$ cat src/pkg/dcq_pkg.sv
// Shared constants and types for the data request qualifier link
package dcq_pkg;
  localparam int LANES = 8;
  localparam int PRIO_W = 2;
  localparam int ADDR_W = 32;
  localparam int ADDR_LANE_SEL_BIT = 2;
  localparam logic [7:0] LANES_IDLE = 8'h00;
  localparam logic [1:0] PRIO_IDLE = 2'h0;
  localparam logic [1:0] PRIO_LOWEST = 2'h0;
  localparam logic [1:0] PRIO_NEXT_LOWEST = 2'h1;
  localparam logic [1:0] PRIO_NEXT_HIGHEST = 2'h2;
  localparam logic [1:0] PRIO_HIGHEST = 2'h3;
  localparam int PRIO_HW_BIT = 0;
  localparam int PRIO_SW_BIT = 1;
  localparam int REQ_GAP_CYCLES = 1;
  localparam logic SLAVE_WIDTH_32 = 1'b0;
  localparam logic SLAVE_WIDTH_64 = 1'b1;
  typedef logic [7:0] dcq_lanes_t;
  typedef logic [1:0] dcq_prio_t;

  // Contiguous run of 1..4 bytes inside one 4-byte half
  function automatic logic dcq_lanes_legal(input logic [3:0] half);
    logic ok;
    ok = 1'b0;
    unique case (half)
      4'h8, 4'hC, 4'hE, 4'hF, 4'h4, 4'h6, 4'h7, 4'h2, 4'h3, 4'h1: ok = 1'b1;
      default: ok = 1'b0;
    endcase
    return ok;
  endfunction
endpackage

$ cat src/pkg/dcq_link_if.sv
// Interface joining the data request master and its bus slave
interface dcq_link_if;
  import dcq_pkg::*;
  logic data_req_valid;
  logic data_req_abort;
  logic data_req_read;
  logic data_req_line;
  logic [ADDR_W-1:0] data_req_addr;
  dcq_lanes_t data_req_lane_enables;
  dcq_prio_t data_req_priority;
  logic data_req_addr_ack;
  logic slave_width_indicator;
  modport master (
    output data_req_valid, data_req_abort, data_req_read, data_req_line,
    output data_req_addr, data_req_lane_enables, data_req_priority,
    input data_req_addr_ack, slave_width_indicator
  );
  modport slave (
    input data_req_valid, data_req_abort, data_req_read, data_req_line,
    input data_req_addr, data_req_lane_enables, data_req_priority,
    output data_req_addr_ack, slave_width_indicator
  );
endinterface

$ cat src/hdl/dcq_master.sv
// Data cache request qualifier master: lanes, priority and abort
import dcq_pkg::*;
// How it works
// - Lanes mark valid bytes on word transfers
// - Lanes held stable until after acknowledge
// - Narrow slave picks lane half by address
// - Narrow slave writes from upper data half
// - Narrow read data feeds both halves
// - Only contiguous one-to-four byte patterns driven
// - Lower lanes map per slave width
// - Two-bit priority, 11 highest
// - Priority held until after acknowledge, except that a stall can raise the low bit
// - Low priority bit on reads or stall
// - High priority bit from configuration bit
// - Arbiter favours data side on ties
// - Slave ignores abort without request
// - Request drops after abort, low at least two cycles
// - Aborted acknowledged read gets no data
// - Aborted write changes no memory
// - Abort only on processor reset
// - Core-only reset: finish old, drop new; here core_reset_in aborts a request still waiting for acknowledge
// - Address acknowledge lasts one cycle
// - Slave reports width during acknowledge
// - No request until processor reset completes
module dcq_master (
  // Clock and reset
  input wire logic clk_in,
  input wire logic rst_in,
  // Core side
  input wire logic core_reset_in,
  input wire logic cfg_data_priority_high_bit_in,
  input wire logic stall_in,
  input wire logic issue_in,
  input wire logic issue_read_in,
  input wire logic issue_line_in,
  input wire logic [dcq_pkg::ADDR_W-1:0] issue_addr_in,
  input wire logic [dcq_pkg::LANES-1:0] issue_lanes_in,
  output logic issue_ready_out,
  output logic issue_done_out,
  output logic issue_aborted_out,
  output logic last_slave_wide_out,
  // Bus link
  dcq_link_if.master link
);
  import dcq_pkg::*;

  // HALT parks the master while the core is in reset
  typedef enum {ST_IDLE, ST_REQ, ST_GAP, ST_HALT} dcq_state_t;

  dcq_state_t state_reg, state_next;
  // Qualifier registers; all but abort and the priority low bit hold while a request is up
  logic valid_reg, valid_next;
  logic abort_reg, abort_next;
  logic read_reg, read_next;
  logic line_reg, line_next;
  logic [ADDR_W-1:0] addr_reg, addr_next;
  dcq_lanes_t lanes_reg, lanes_next;
  dcq_prio_t prio_reg, prio_next;
  // Status back to the core: done and aborted strobes, ready and last slave width levels
  logic done_reg, done_next;
  logic aborted_reg, aborted_next;
  logic wide_reg, wide_next;
  logic ready_reg, ready_next;
  logic upper_ok, lower_ok;
  logic lanes_ok;

  // Reject any pattern that is not one contiguous run in one half
  // Line transfers bypass this check, their lanes are forced idle
  always_comb begin
    upper_ok = dcq_lanes_legal(issue_lanes_in[7:4]) && (issue_lanes_in[3:0] == 4'h0);
    lower_ok = dcq_lanes_legal(issue_lanes_in[3:0]) && (issue_lanes_in[7:4] == 4'h0);
    // Spanning both halves would cross a word, never legal
    lanes_ok = upper_ok || lower_ok;
  end

  // Next-state logic for the request, its qualifiers and the core handshake
  // Abort and done are one-cycle strobes, so they default low every cycle
  always_comb begin
    state_next = state_reg;
    valid_next = valid_reg;
    abort_next = 1'b0;
    read_next = read_reg;
    line_next = line_reg;
    addr_next = addr_reg;
    lanes_next = lanes_reg;
    prio_next = prio_reg;
    done_next = 1'b0;
    aborted_next = 1'b0;
    wide_next = wide_reg;
    unique case (state_reg)
      ST_IDLE: begin
        // A core reset seen while idle parks without ever raising a request
        if (core_reset_in) begin
          state_next = ST_HALT;
        end else if (issue_in && (issue_line_in || lanes_ok)) begin
          state_next = ST_REQ;
          valid_next = 1'b1;
          read_next = issue_read_in;
          line_next = issue_line_in;
          addr_next = issue_addr_in;
          // Lanes meaningless on line transfers, drive them idle
          lanes_next = issue_line_in ? LANES_IDLE : issue_lanes_in;
          prio_next[PRIO_SW_BIT] = cfg_data_priority_high_bit_in;
          prio_next[PRIO_HW_BIT] = issue_read_in || stall_in;
        end
      end
      ST_REQ: begin
        // Stall may raise urgency while waiting, without moving other qualifiers
        if (stall_in) begin
          prio_next[PRIO_HW_BIT] = 1'b1;
        end
        // Abort outranks a same-cycle acknowledge: the slave drops that one
        if (abort_reg) begin
          // Abort shown this cycle: request drops next cycle and stays down
          state_next = ST_HALT;
          valid_next = 1'b0;
          aborted_next = 1'b1;
        end else if (core_reset_in) begin
          abort_next = 1'b1;
        end else if (link.data_req_addr_ack) begin
          // Qualifiers held into the cycle after acknowledge
          state_next = ST_GAP;
          valid_next = 1'b0;
          done_next = 1'b1;
          wide_next = link.slave_width_indicator;
        end
      end
      ST_GAP: begin
        // One GAP cycle plus IDLE keeps the request low at least two cycles, then clear lanes and priority
        state_next = core_reset_in ? ST_HALT : ST_IDLE;
        lanes_next = LANES_IDLE;
        prio_next = PRIO_IDLE;
      end
      ST_HALT: begin
        // Bus is not reset with the core, so nothing else to clean up
        valid_next = 1'b0;
        lanes_next = LANES_IDLE;
        prio_next = PRIO_IDLE;
        if (!core_reset_in) begin
          state_next = ST_IDLE;
        end
      end
    endcase
    // Registered so the core sees ready straight from a flop
    ready_next = (state_next == ST_IDLE);
  end

  // Plain register stage; reset drives an idle master onto the bus
  always_ff @(posedge clk_in) begin
    if (rst_in) begin
      state_reg <= ST_IDLE;
      valid_reg <= 1'b0;
      abort_reg <= 1'b0;
      read_reg <= 1'b0;
      line_reg <= 1'b0;
      addr_reg <= '0;
      lanes_reg <= LANES_IDLE;
      prio_reg <= PRIO_IDLE;
      done_reg <= 1'b0;
      aborted_reg <= 1'b0;
      wide_reg <= 1'b0;
      ready_reg <= 1'b1;
    end else begin
      state_reg <= state_next;
      valid_reg <= valid_next;
      abort_reg <= abort_next;
      read_reg <= read_next;
      line_reg <= line_next;
      addr_reg <= addr_next;
      lanes_reg <= lanes_next;
      prio_reg <= prio_next;
      done_reg <= done_next;
      aborted_reg <= aborted_next;
      wide_reg <= wide_next;
      ready_reg <= ready_next;
    end
  end

  // Link and core outputs come straight from the registers above
  assign link.data_req_valid = valid_reg;
  assign link.data_req_abort = abort_reg;
  assign link.data_req_read = read_reg;
  assign link.data_req_line = line_reg;
  assign link.data_req_addr = addr_reg;
  assign link.data_req_lane_enables = lanes_reg;
  assign link.data_req_priority = prio_reg;
  assign issue_ready_out = ready_reg;
  assign issue_done_out = done_reg;
  assign issue_aborted_out = aborted_reg;
  assign last_slave_wide_out = wide_reg;
endmodule // dcq_master

$ cat src/flat_wrapper.sv
// flat-port wrapper written by rule: the top's interface ports become plain ports
module dcq_master_flat import dcq_pkg::*;
  (clk_in, rst_in, core_reset_in, cfg_data_priority_high_bit_in, stall_in, issue_in, issue_read_in, issue_line_in, issue_addr_in, issue_lanes_in, issue_ready_out, issue_done_out, issue_aborted_out, last_slave_wide_out, link_data_req_valid, link_data_req_abort, link_data_req_read, link_data_req_line, link_data_req_addr, link_data_req_lane_enables, link_data_req_priority, link_data_req_addr_ack, link_slave_width_indicator);
  dcq_link_if link_i ();
  input wire logic clk_in;
  input wire logic rst_in;
  input wire logic core_reset_in;
  input wire logic cfg_data_priority_high_bit_in;
  input wire logic stall_in;
  input wire logic issue_in;
  input wire logic issue_read_in;
  input wire logic issue_line_in;
  input wire logic [dcq_pkg::ADDR_W-1:0] issue_addr_in;
  input wire logic [dcq_pkg::LANES-1:0] issue_lanes_in;
  output logic issue_ready_out;
  output logic issue_done_out;
  output logic issue_aborted_out;
  output logic last_slave_wide_out;
  output wire logic [$bits(link_i.data_req_valid)-1:0] link_data_req_valid;
  output wire logic [$bits(link_i.data_req_abort)-1:0] link_data_req_abort;
  output wire logic [$bits(link_i.data_req_read)-1:0] link_data_req_read;
  output wire logic [$bits(link_i.data_req_line)-1:0] link_data_req_line;
  output wire logic [$bits(link_i.data_req_addr)-1:0] link_data_req_addr;
  output wire logic [$bits(link_i.data_req_lane_enables)-1:0] link_data_req_lane_enables;
  output wire logic [$bits(link_i.data_req_priority)-1:0] link_data_req_priority;
  input wire logic [$bits(link_i.data_req_addr_ack)-1:0] link_data_req_addr_ack;
  input wire logic [$bits(link_i.slave_width_indicator)-1:0] link_slave_width_indicator;
  assign link_data_req_valid = link_i.data_req_valid;
  assign link_data_req_abort = link_i.data_req_abort;
  assign link_data_req_read = link_i.data_req_read;
  assign link_data_req_line = link_i.data_req_line;
  assign link_data_req_addr = link_i.data_req_addr;
  assign link_data_req_lane_enables = link_i.data_req_lane_enables;
  assign link_data_req_priority = link_i.data_req_priority;
  assign link_i.data_req_addr_ack = link_data_req_addr_ack;
  assign link_i.slave_width_indicator = link_slave_width_indicator;
  dcq_master u_core (.clk_in(clk_in), .rst_in(rst_in), .core_reset_in(core_reset_in), .cfg_data_priority_high_bit_in(cfg_data_priority_high_bit_in), .stall_in(stall_in), .issue_in(issue_in), .issue_read_in(issue_read_in), .issue_line_in(issue_line_in), .issue_addr_in(issue_addr_in), .issue_lanes_in(issue_lanes_in), .issue_ready_out(issue_ready_out), .issue_done_out(issue_done_out), .issue_aborted_out(issue_aborted_out), .last_slave_wide_out(last_slave_wide_out), .link(link_i));
endmodule
$ cat config.mk
export PLATFORM = sky130hd
export DESIGN_NAME = dcq_master_flat
export DESIGN_NICKNAME = d
export VERILOG_FILES = /design/src/pkg/dcq_pkg.sv /design/src/pkg/dcq_link_if.sv /design/src/hdl/dcq_master.sv /design/src/flat_wrapper.sv
export SDC_FILE = /design/constraint.sdc
export NUM_CORES = 1
export LEC_CHECK = 0
export ABC_AREA = 1
export BUFFER_PORTS_ARGS = -buffer_cell sky130_fd_sc_hd__buf_2
export CAP_MARGIN = 20
export CORE_MARGIN = 4
export CORE_UTILIZATION = 50
export CTS_CLUSTER_SIZE = 24
export DETAILED_ROUTE_END_ITERATION = 7
export HOLD_SLACK_MARGIN = 0.02
export PLACE_DENSITY = 0.87
export SYNTH_ARGS = -nofsm -noshare
export SYNTH_HDL_FRONTEND = slang
export SYNTH_SLANG_ARGS = --single-unit
$ cat constraint.sdc
create_clock -name clk_in -period 2.8 [get_ports clk_in]
set_input_delay 0.14 -clock clk_in [delete_from_list [all_inputs] [get_ports clk_in]]
set_output_delay 0.14 -clock clk_in [all_outputs]
set_load 0.01 [all_outputs]
# Yosys cells after proc, flatten, opt, wreduce, memory -nomap -nowiden
# Memory sizes are Yosys's and may differ from the RTL's.
# Cells that the tools add are included.
# W data, S select, Z words.
[totals]
out_inout_bits = 50
reg_bits = 82
in_bits = 50
n_memories = 2
romBits = 32
wordCells = 73
[classes]
bitwise = 3
n_reduce_logical = 21
n_eq_ne = 8
mux = 26
[mem_list]
columns = ["name", "depth", "word_bits", "rd", "rd_clocked_by_memory_dff", "wr", "line", "text"]
rows = [
  ["(no name shown)", 16, 1, 1, 0, 0, "dcq_pkg.sv:25", "unique case (half)"],
  ["(no name shown)", 16, 1, 1, 0, 0, "dcq_pkg.sv:25", ""],
]
[op_table]
columns = ["cell", "count"]
rows = [
  ["$mux W32", 6],
  ["$pmux W32 S4", 1],
  ["$eq A32 B2 Y1 const B", 2],
  ["$logic_not A32 Y1", 2],
  ["$eq A32 B1 Y1 const B", 1],
  ["$mux W8", 3],
  ["$pmux W8 S2", 1],
  ["$mux W1", 9],
  ["$reduce_and A3 Y1", 3],
  ["$logic_not A4 Y1", 2],
  ["$mux W2", 3],
  ["$ne A3 B2 Y1 const B", 2],
  ["$pmux W1 S3", 2],
  ["$reduce_and A5 Y1", 1],
  ["$ne A2 B2 Y1 const B", 2],
  ["$reduce_and A4 Y1", 1],
  ["$reduce_or A2 Y1", 2],
  ["$reduce_or A4 Y1", 1],
  ["$logic_and A1 B1 Y1", 3],
  ["$logic_or A1 B1 Y1", 3],
  ["$not A1 Y1", 3],
  ["$reduce_bool A3 Y1", 1],
  ["$reduce_or A3 Y1", 1],
  ["$ne A2 B1 Y1 const B", 1],
  ["other kinds (2)", 2],
]

# Depth between registers and ports, before layout
[logic_depth]
depth_word = 9
depth_mapped = 13
ltp_nobuf = 13

# Worst setup path before layout
# OpenSTA, ideal clock, no wires.
[synth_path]
kind = "reg2reg"
from = "register u_core.state_reg[27]"
to = "register u_core.ready_reg, in the netlist u_core.issue_ready_out"
synth_period_minus_slack_ps = 1475
required_ps = 2680
setup_ps = 120
arrival_ps = 1356
setup_slack_ps = 1325
path_buffers = 0
path_stages_with_launch = 13
path_cell_list = "dfxtp_1 -> nor2_1 -> nand2_1 -> nor2_1 -> nand2_4 -> nor2_1 -> nand2_1 -> nand3_1 -> nor2_2 -> nor2_1 -> nor2_2 -> nand3_1 -> o21bai_2"
[synth_via]
elab_chain_len = 5
elab_cells_between_ends = 12
classes_between = "3 x eq/ne; 7 x mux; 2 x reduce/logical"
[synth_lines]
columns = ["item", "line", "text"]
rows = [
  ["start, declared", "dcq_master.sv:50", "dcq_state_t state_reg, state_next;"],
  ["start signal, assigned", "dcq_master.sv:164", "state_reg <= state_next;"],
  ["$mux W32", "dcq_master.sv:120", "end else if (link.data_req_addr_ack) begin"],
  ["$mux W32", "dcq_master.sv:118", "end else if (core_reset_in) begin"],
  ["$mux W32", "dcq_master.sv:113", "if (abort_reg) begin"],
  ["$pmux W32 S4 *", "dcq_master.sv:90", "unique case (state_reg)"],
  ["$logic_not A32 Y1 *", "dcq_master.sv:145", "ready_next = (state_next == ST_IDLE);"],
  ["end signal, assigned", "dcq_master.sv:175", "ready_reg <= ready_next;"],
  ["end, declared", "dcq_master.sv:63", "logic ready_reg, ready_next;"],
]
# Mark *: on every way between the ends. The rest lies on a longest branch, timed or not.
# A chain may end at the register's enable or synchronous reset.

# Worst setup path in the final report
[layout_path]
from = "input port core_reset_in"
to = "register u_core.lanes_reg[0], in the netlist u_core.link.data_req_lane_enables[0]"
[layout_via]
elab_chain_len = 2
[layout_lines]
columns = ["item", "line", "text"]
rows = [
  ["start, declared", "flat_wrapper.sv:7", "input wire logic core_reset_in;"],
  ["$ne A2 B2 Y1 (no source line)", "-", ""],
  ["$reduce_and A3 Y1 (no source line)", "-", ""],
  ["end signal, assigned", "dcq_master.sv:170", "lanes_reg <= lanes_next;"],
  ["end, declared", "dcq_master.sv:57", "dcq_lanes_t lanes_reg, lanes_next;"],
]
# Every way passes these cells.

==> flow_metrics.py <==
metrics = {
    "clock_tree": {
        "cts_buffer_depth": 2,
        "cts_made_buffers": 9,
        "cts_sinks": 82,
        "clk_pin_slew_ns": 0.09,
        "root_buffer": "clkbuf_8",
        "tritoncts": "done",
        "clk_latency_ns": 0.36,
        "h-tree-depth": 3,
    },
    "pwr": {
        "irDropWorstVdd_mv": 0.350,
        "p_leak_nw": 2.12,
        "power_density_nw_per_um2": 717,
    },
    "worst_setup_path": {
        "cp.arrival_ns": 2.41,
        "cp_cell_sequence": "dlygate4sd3_1, buf_2, inv_1, nand3_2, nor3_4, inv_2, nand2_4, inv_2, a21oi_1, nor2_1",
        "cpMostUsedCell": "inv_2",
        "cpPeakStageDelay_ns": 0.56,
        "start_kind": "input port",
        "crit_path_max_fanout": 34,
        "critical_path_class": "in2reg",
        "path_buf_inv": 5,
        "end_kind": "flop",
        "r2r.worst_path.cells": 10,
        "slowest_stage": "dlygate4sd3_1",
        "crit_family": "buffers and inverters",
        "required_ns": 3.06,
        "crit_cells": 10,
    },
    "route": {
        "route.detailed.drc": 0,
        "avgRoutedWirePerCell_um": 13.7,
        "dr.pass1.iters": 5,
        "ant_nets": 0,
        "wl_um": 9010,
        "drt_iter0_drc": 241,
        "routed_via_density": 5.23,
        "num_vias": 3434,
    },
    "synth": {
        "syn_nets": 506,
        "synth_top_area_share_pct": 49.0,
        "netlist_top_cells_count": "143 x nor2_1, 82 x dfxtp_1, 71 x nand2_1, 33 x o21ai_0, 20 x inv_1",
        "synth.largest_area_cell": "dfxtp_1",
        "yosysSeqAreaShare_pct": 49.0,
        "ys_warn_count": 0,
        "syn_inst": 456,
        "synth_edf_count": 0,
        "synth_compound_area_share_pct": 12.8,
        "yosys-top-cells-area": "dfxtp_1 49%, nor2_1 16%, nand2_1 8.0%",
        "synth_most_common_cell": "nor2_1",
        "ys_types": 27,
        "synth_ff_type": "dfxtp_1",
        "synth_top_family_by_area": "simple AND/OR/NAND/NOR gates",
        "syn_area_sq_um": 3350,
        "synth_xor_area_share_pct": 0,
        "synthArstFlopShare_pct": 0,
        "synth_mux_area_share_pct": 0,
        "synth_seq_cells": 82,
        "synthAdderAreaFrac_pct": 0,
        "synthSimpleGateAreaFrac_pct": 31.6,
        "avgSynthCellArea_sq_um": 7.34,
    },
    "layout": {
        "final_cells": 657,
        "antenna_cells": 0,
        "final_nets": 625,
        "drive_gt1_share_pct": 24.3,
        "area_growth_pct": 28.4,
        "n_fill_cell": 481,
    },
    "placed_design": {
        "routabilityCongestion": 0.933,
        "dpl.hpwl_um": 5750,
        "port_buffers": 99,
        "placed_cells": 613,
    },
    "timing": {
        "fin_skew_ns": 0.0173,
        "setup-violations-final": 0,
        "fin_crit_ns": 2.15,
        "post-route-period-util_pct": 76.9,
        "finalMaxSlewViolations": 0,
        "worst_pin_slew_ns": 1.01,
        "fin_setup_tns_ns": 0,
        "timing.fmax_ghz": 0.465,
        "slew_headroom_pct": 32.3,
        "hold_viol": 0,
        "rsz0062_at_grt": "no",
    },
    "grt": {
        "grt_start_max_net_pins": 42,
        "antenna_found_initial": 0,
        "overflow": 0,
        "grt.total_usage_pct": 22.2,
        "grt_pass1_vias": 3077,
        "grt_pass1_wl_um": 14700,
    },
    "die": {
        "initial_core_util_pct": 52.1,
        "ios": 100,
        "die_y_um": 89.8,
        "core_area_sq_um": 6420,
        "dieArea_sq_um": 8070,
        "rows": 29,
        "die_w_um": 89.8,
    },
    "min_path": {
        "hold_path_class": "in2reg",
        "hold_depth": 3,
    },
    "outcome": {
        "status": "finished, final reports clean",
    },
    "job": {
        "drv_cap": 0,
    },
}
[cell type report]
cell class,count,area [sq um],area share (%)
Sequential cell,82,1640,38.2
Timing Repair Buffer,129,791,18.4
Clock inverter,7,58.8,1.37
Tap cell,77,96.3,2.24
Clock buffer,9,124,2.88
Multi-Input combinational cell,327,1490,34.5
Inverter,26,103,2.39
[final timing paths]
check / start / to / slack, ns
setup / recovery: core_reset_in / u_core.link.data_req_lane_enables[0] / 0.65
hold reg to reg: u_core.state_reg[19] / u_core.state_reg[19] / 0.46
hold / removal: issue_addr_in[31] / u_core.link.data_req_addr[31] / 0.02
setup reg to reg: u_core.state_reg[3] / u_core.link.data_req_lane_enables[0] / 0.92
[per-layer routing]
| metal | wire [um] | GRT usage, % | up-vias | part of all wire (%) |
|---|---|---|---|---|
| li1 | - | - | 1698 | - |
| met1 | 3690 | 27.0 | 1549 | 41 |
| met2 | 4290 | 36.5 | 163 | 48 |
| met3 | 763 | 6.51 | 24 | 8.5 |
| met4 | 268 | 10.1 | 0 | 3.0 |
| met5 | 0 | 0 | - | 0 |
[tightest hold or removal path, stage by stage]
cell and delay, ns:
buf_2 0.08, nor2_1 0.05, nor2_1 0.09
[what timing repair did]
item,4_1_cts,5_1_grt
endpoints found under the setup margin,0,0
setup buffers,0,0
hold endpoints to repair,28,0
hold buffers,28,0
gates resized for setup,0,0
[cells by family (layout without fill, tap and decap cells)]
| family | Yosys count | count (layout) |
|---|---|---|
| AO/OA/AOI/OAI | 75 | 75 |
| buffers and inverters | 47 | 171 |
| flip-flops | 82 | 82 |
| AND/OR/NAND/NOR | 252 | 252 |
[through the flow]
step	power, mW	cell area [sq um]	hold slack [ns]	util, %	setup slack (ns)
after floorplan	2.01	3350	0.218	-	1.32
after global placement	2.24	3840	0.366	59.7	0.990
after detailed placement	2.26	3840	0.371	59.7	0.881
after CTS	3.08	4300	0.0208	66.9	0.694
after global routing	3.26	4300	0.0220	66.9	0.452
final	3.08	4300	0.0249	66.9	0.647
[where the power goes]
group / switching, mW / total, mW / internal, mW / leakage [nW]
clock network: 0.455 / 0.793 / 0.337 / 0.0925
registers: 0.0774 / 1.38 / 1.30 / 0.666
logic: 0.587 / 0.913 / 0.327 / 1.36
total: 1.12 / 3.08 / 1.96 / 2.12
[cell usage in the layout, fill, tap and decap left out, types with 2 or more instances in the layout]
master / synthesis / final
nor2_2: 5 / 5
nand3_1: 16 / 16
buf_2: 7 / 99
clkbuf_8: 0 / 9
nand2_1: 71 / 71
inv_2: 5 / 5
dfxtp_1: 82 / 82
nand2_2: 2 / 2
dlygate4sd3_1: 0 / 28
clkinv_4: 1 / 2
nor2_1: 143 / 143
o211ai_1: 14 / 14
nor3_1: 5 / 5
nand2_4: 4 / 4
inv_6: 0 / 3
o21ai_1: 10 / 10
a21oi_1: 14 / 14
inv_1: 20 / 20
o21ai_0: 33 / 33
buf_4: 0 / 2
nand3_2: 3 / 3
(Power assumes the default switching activity.)
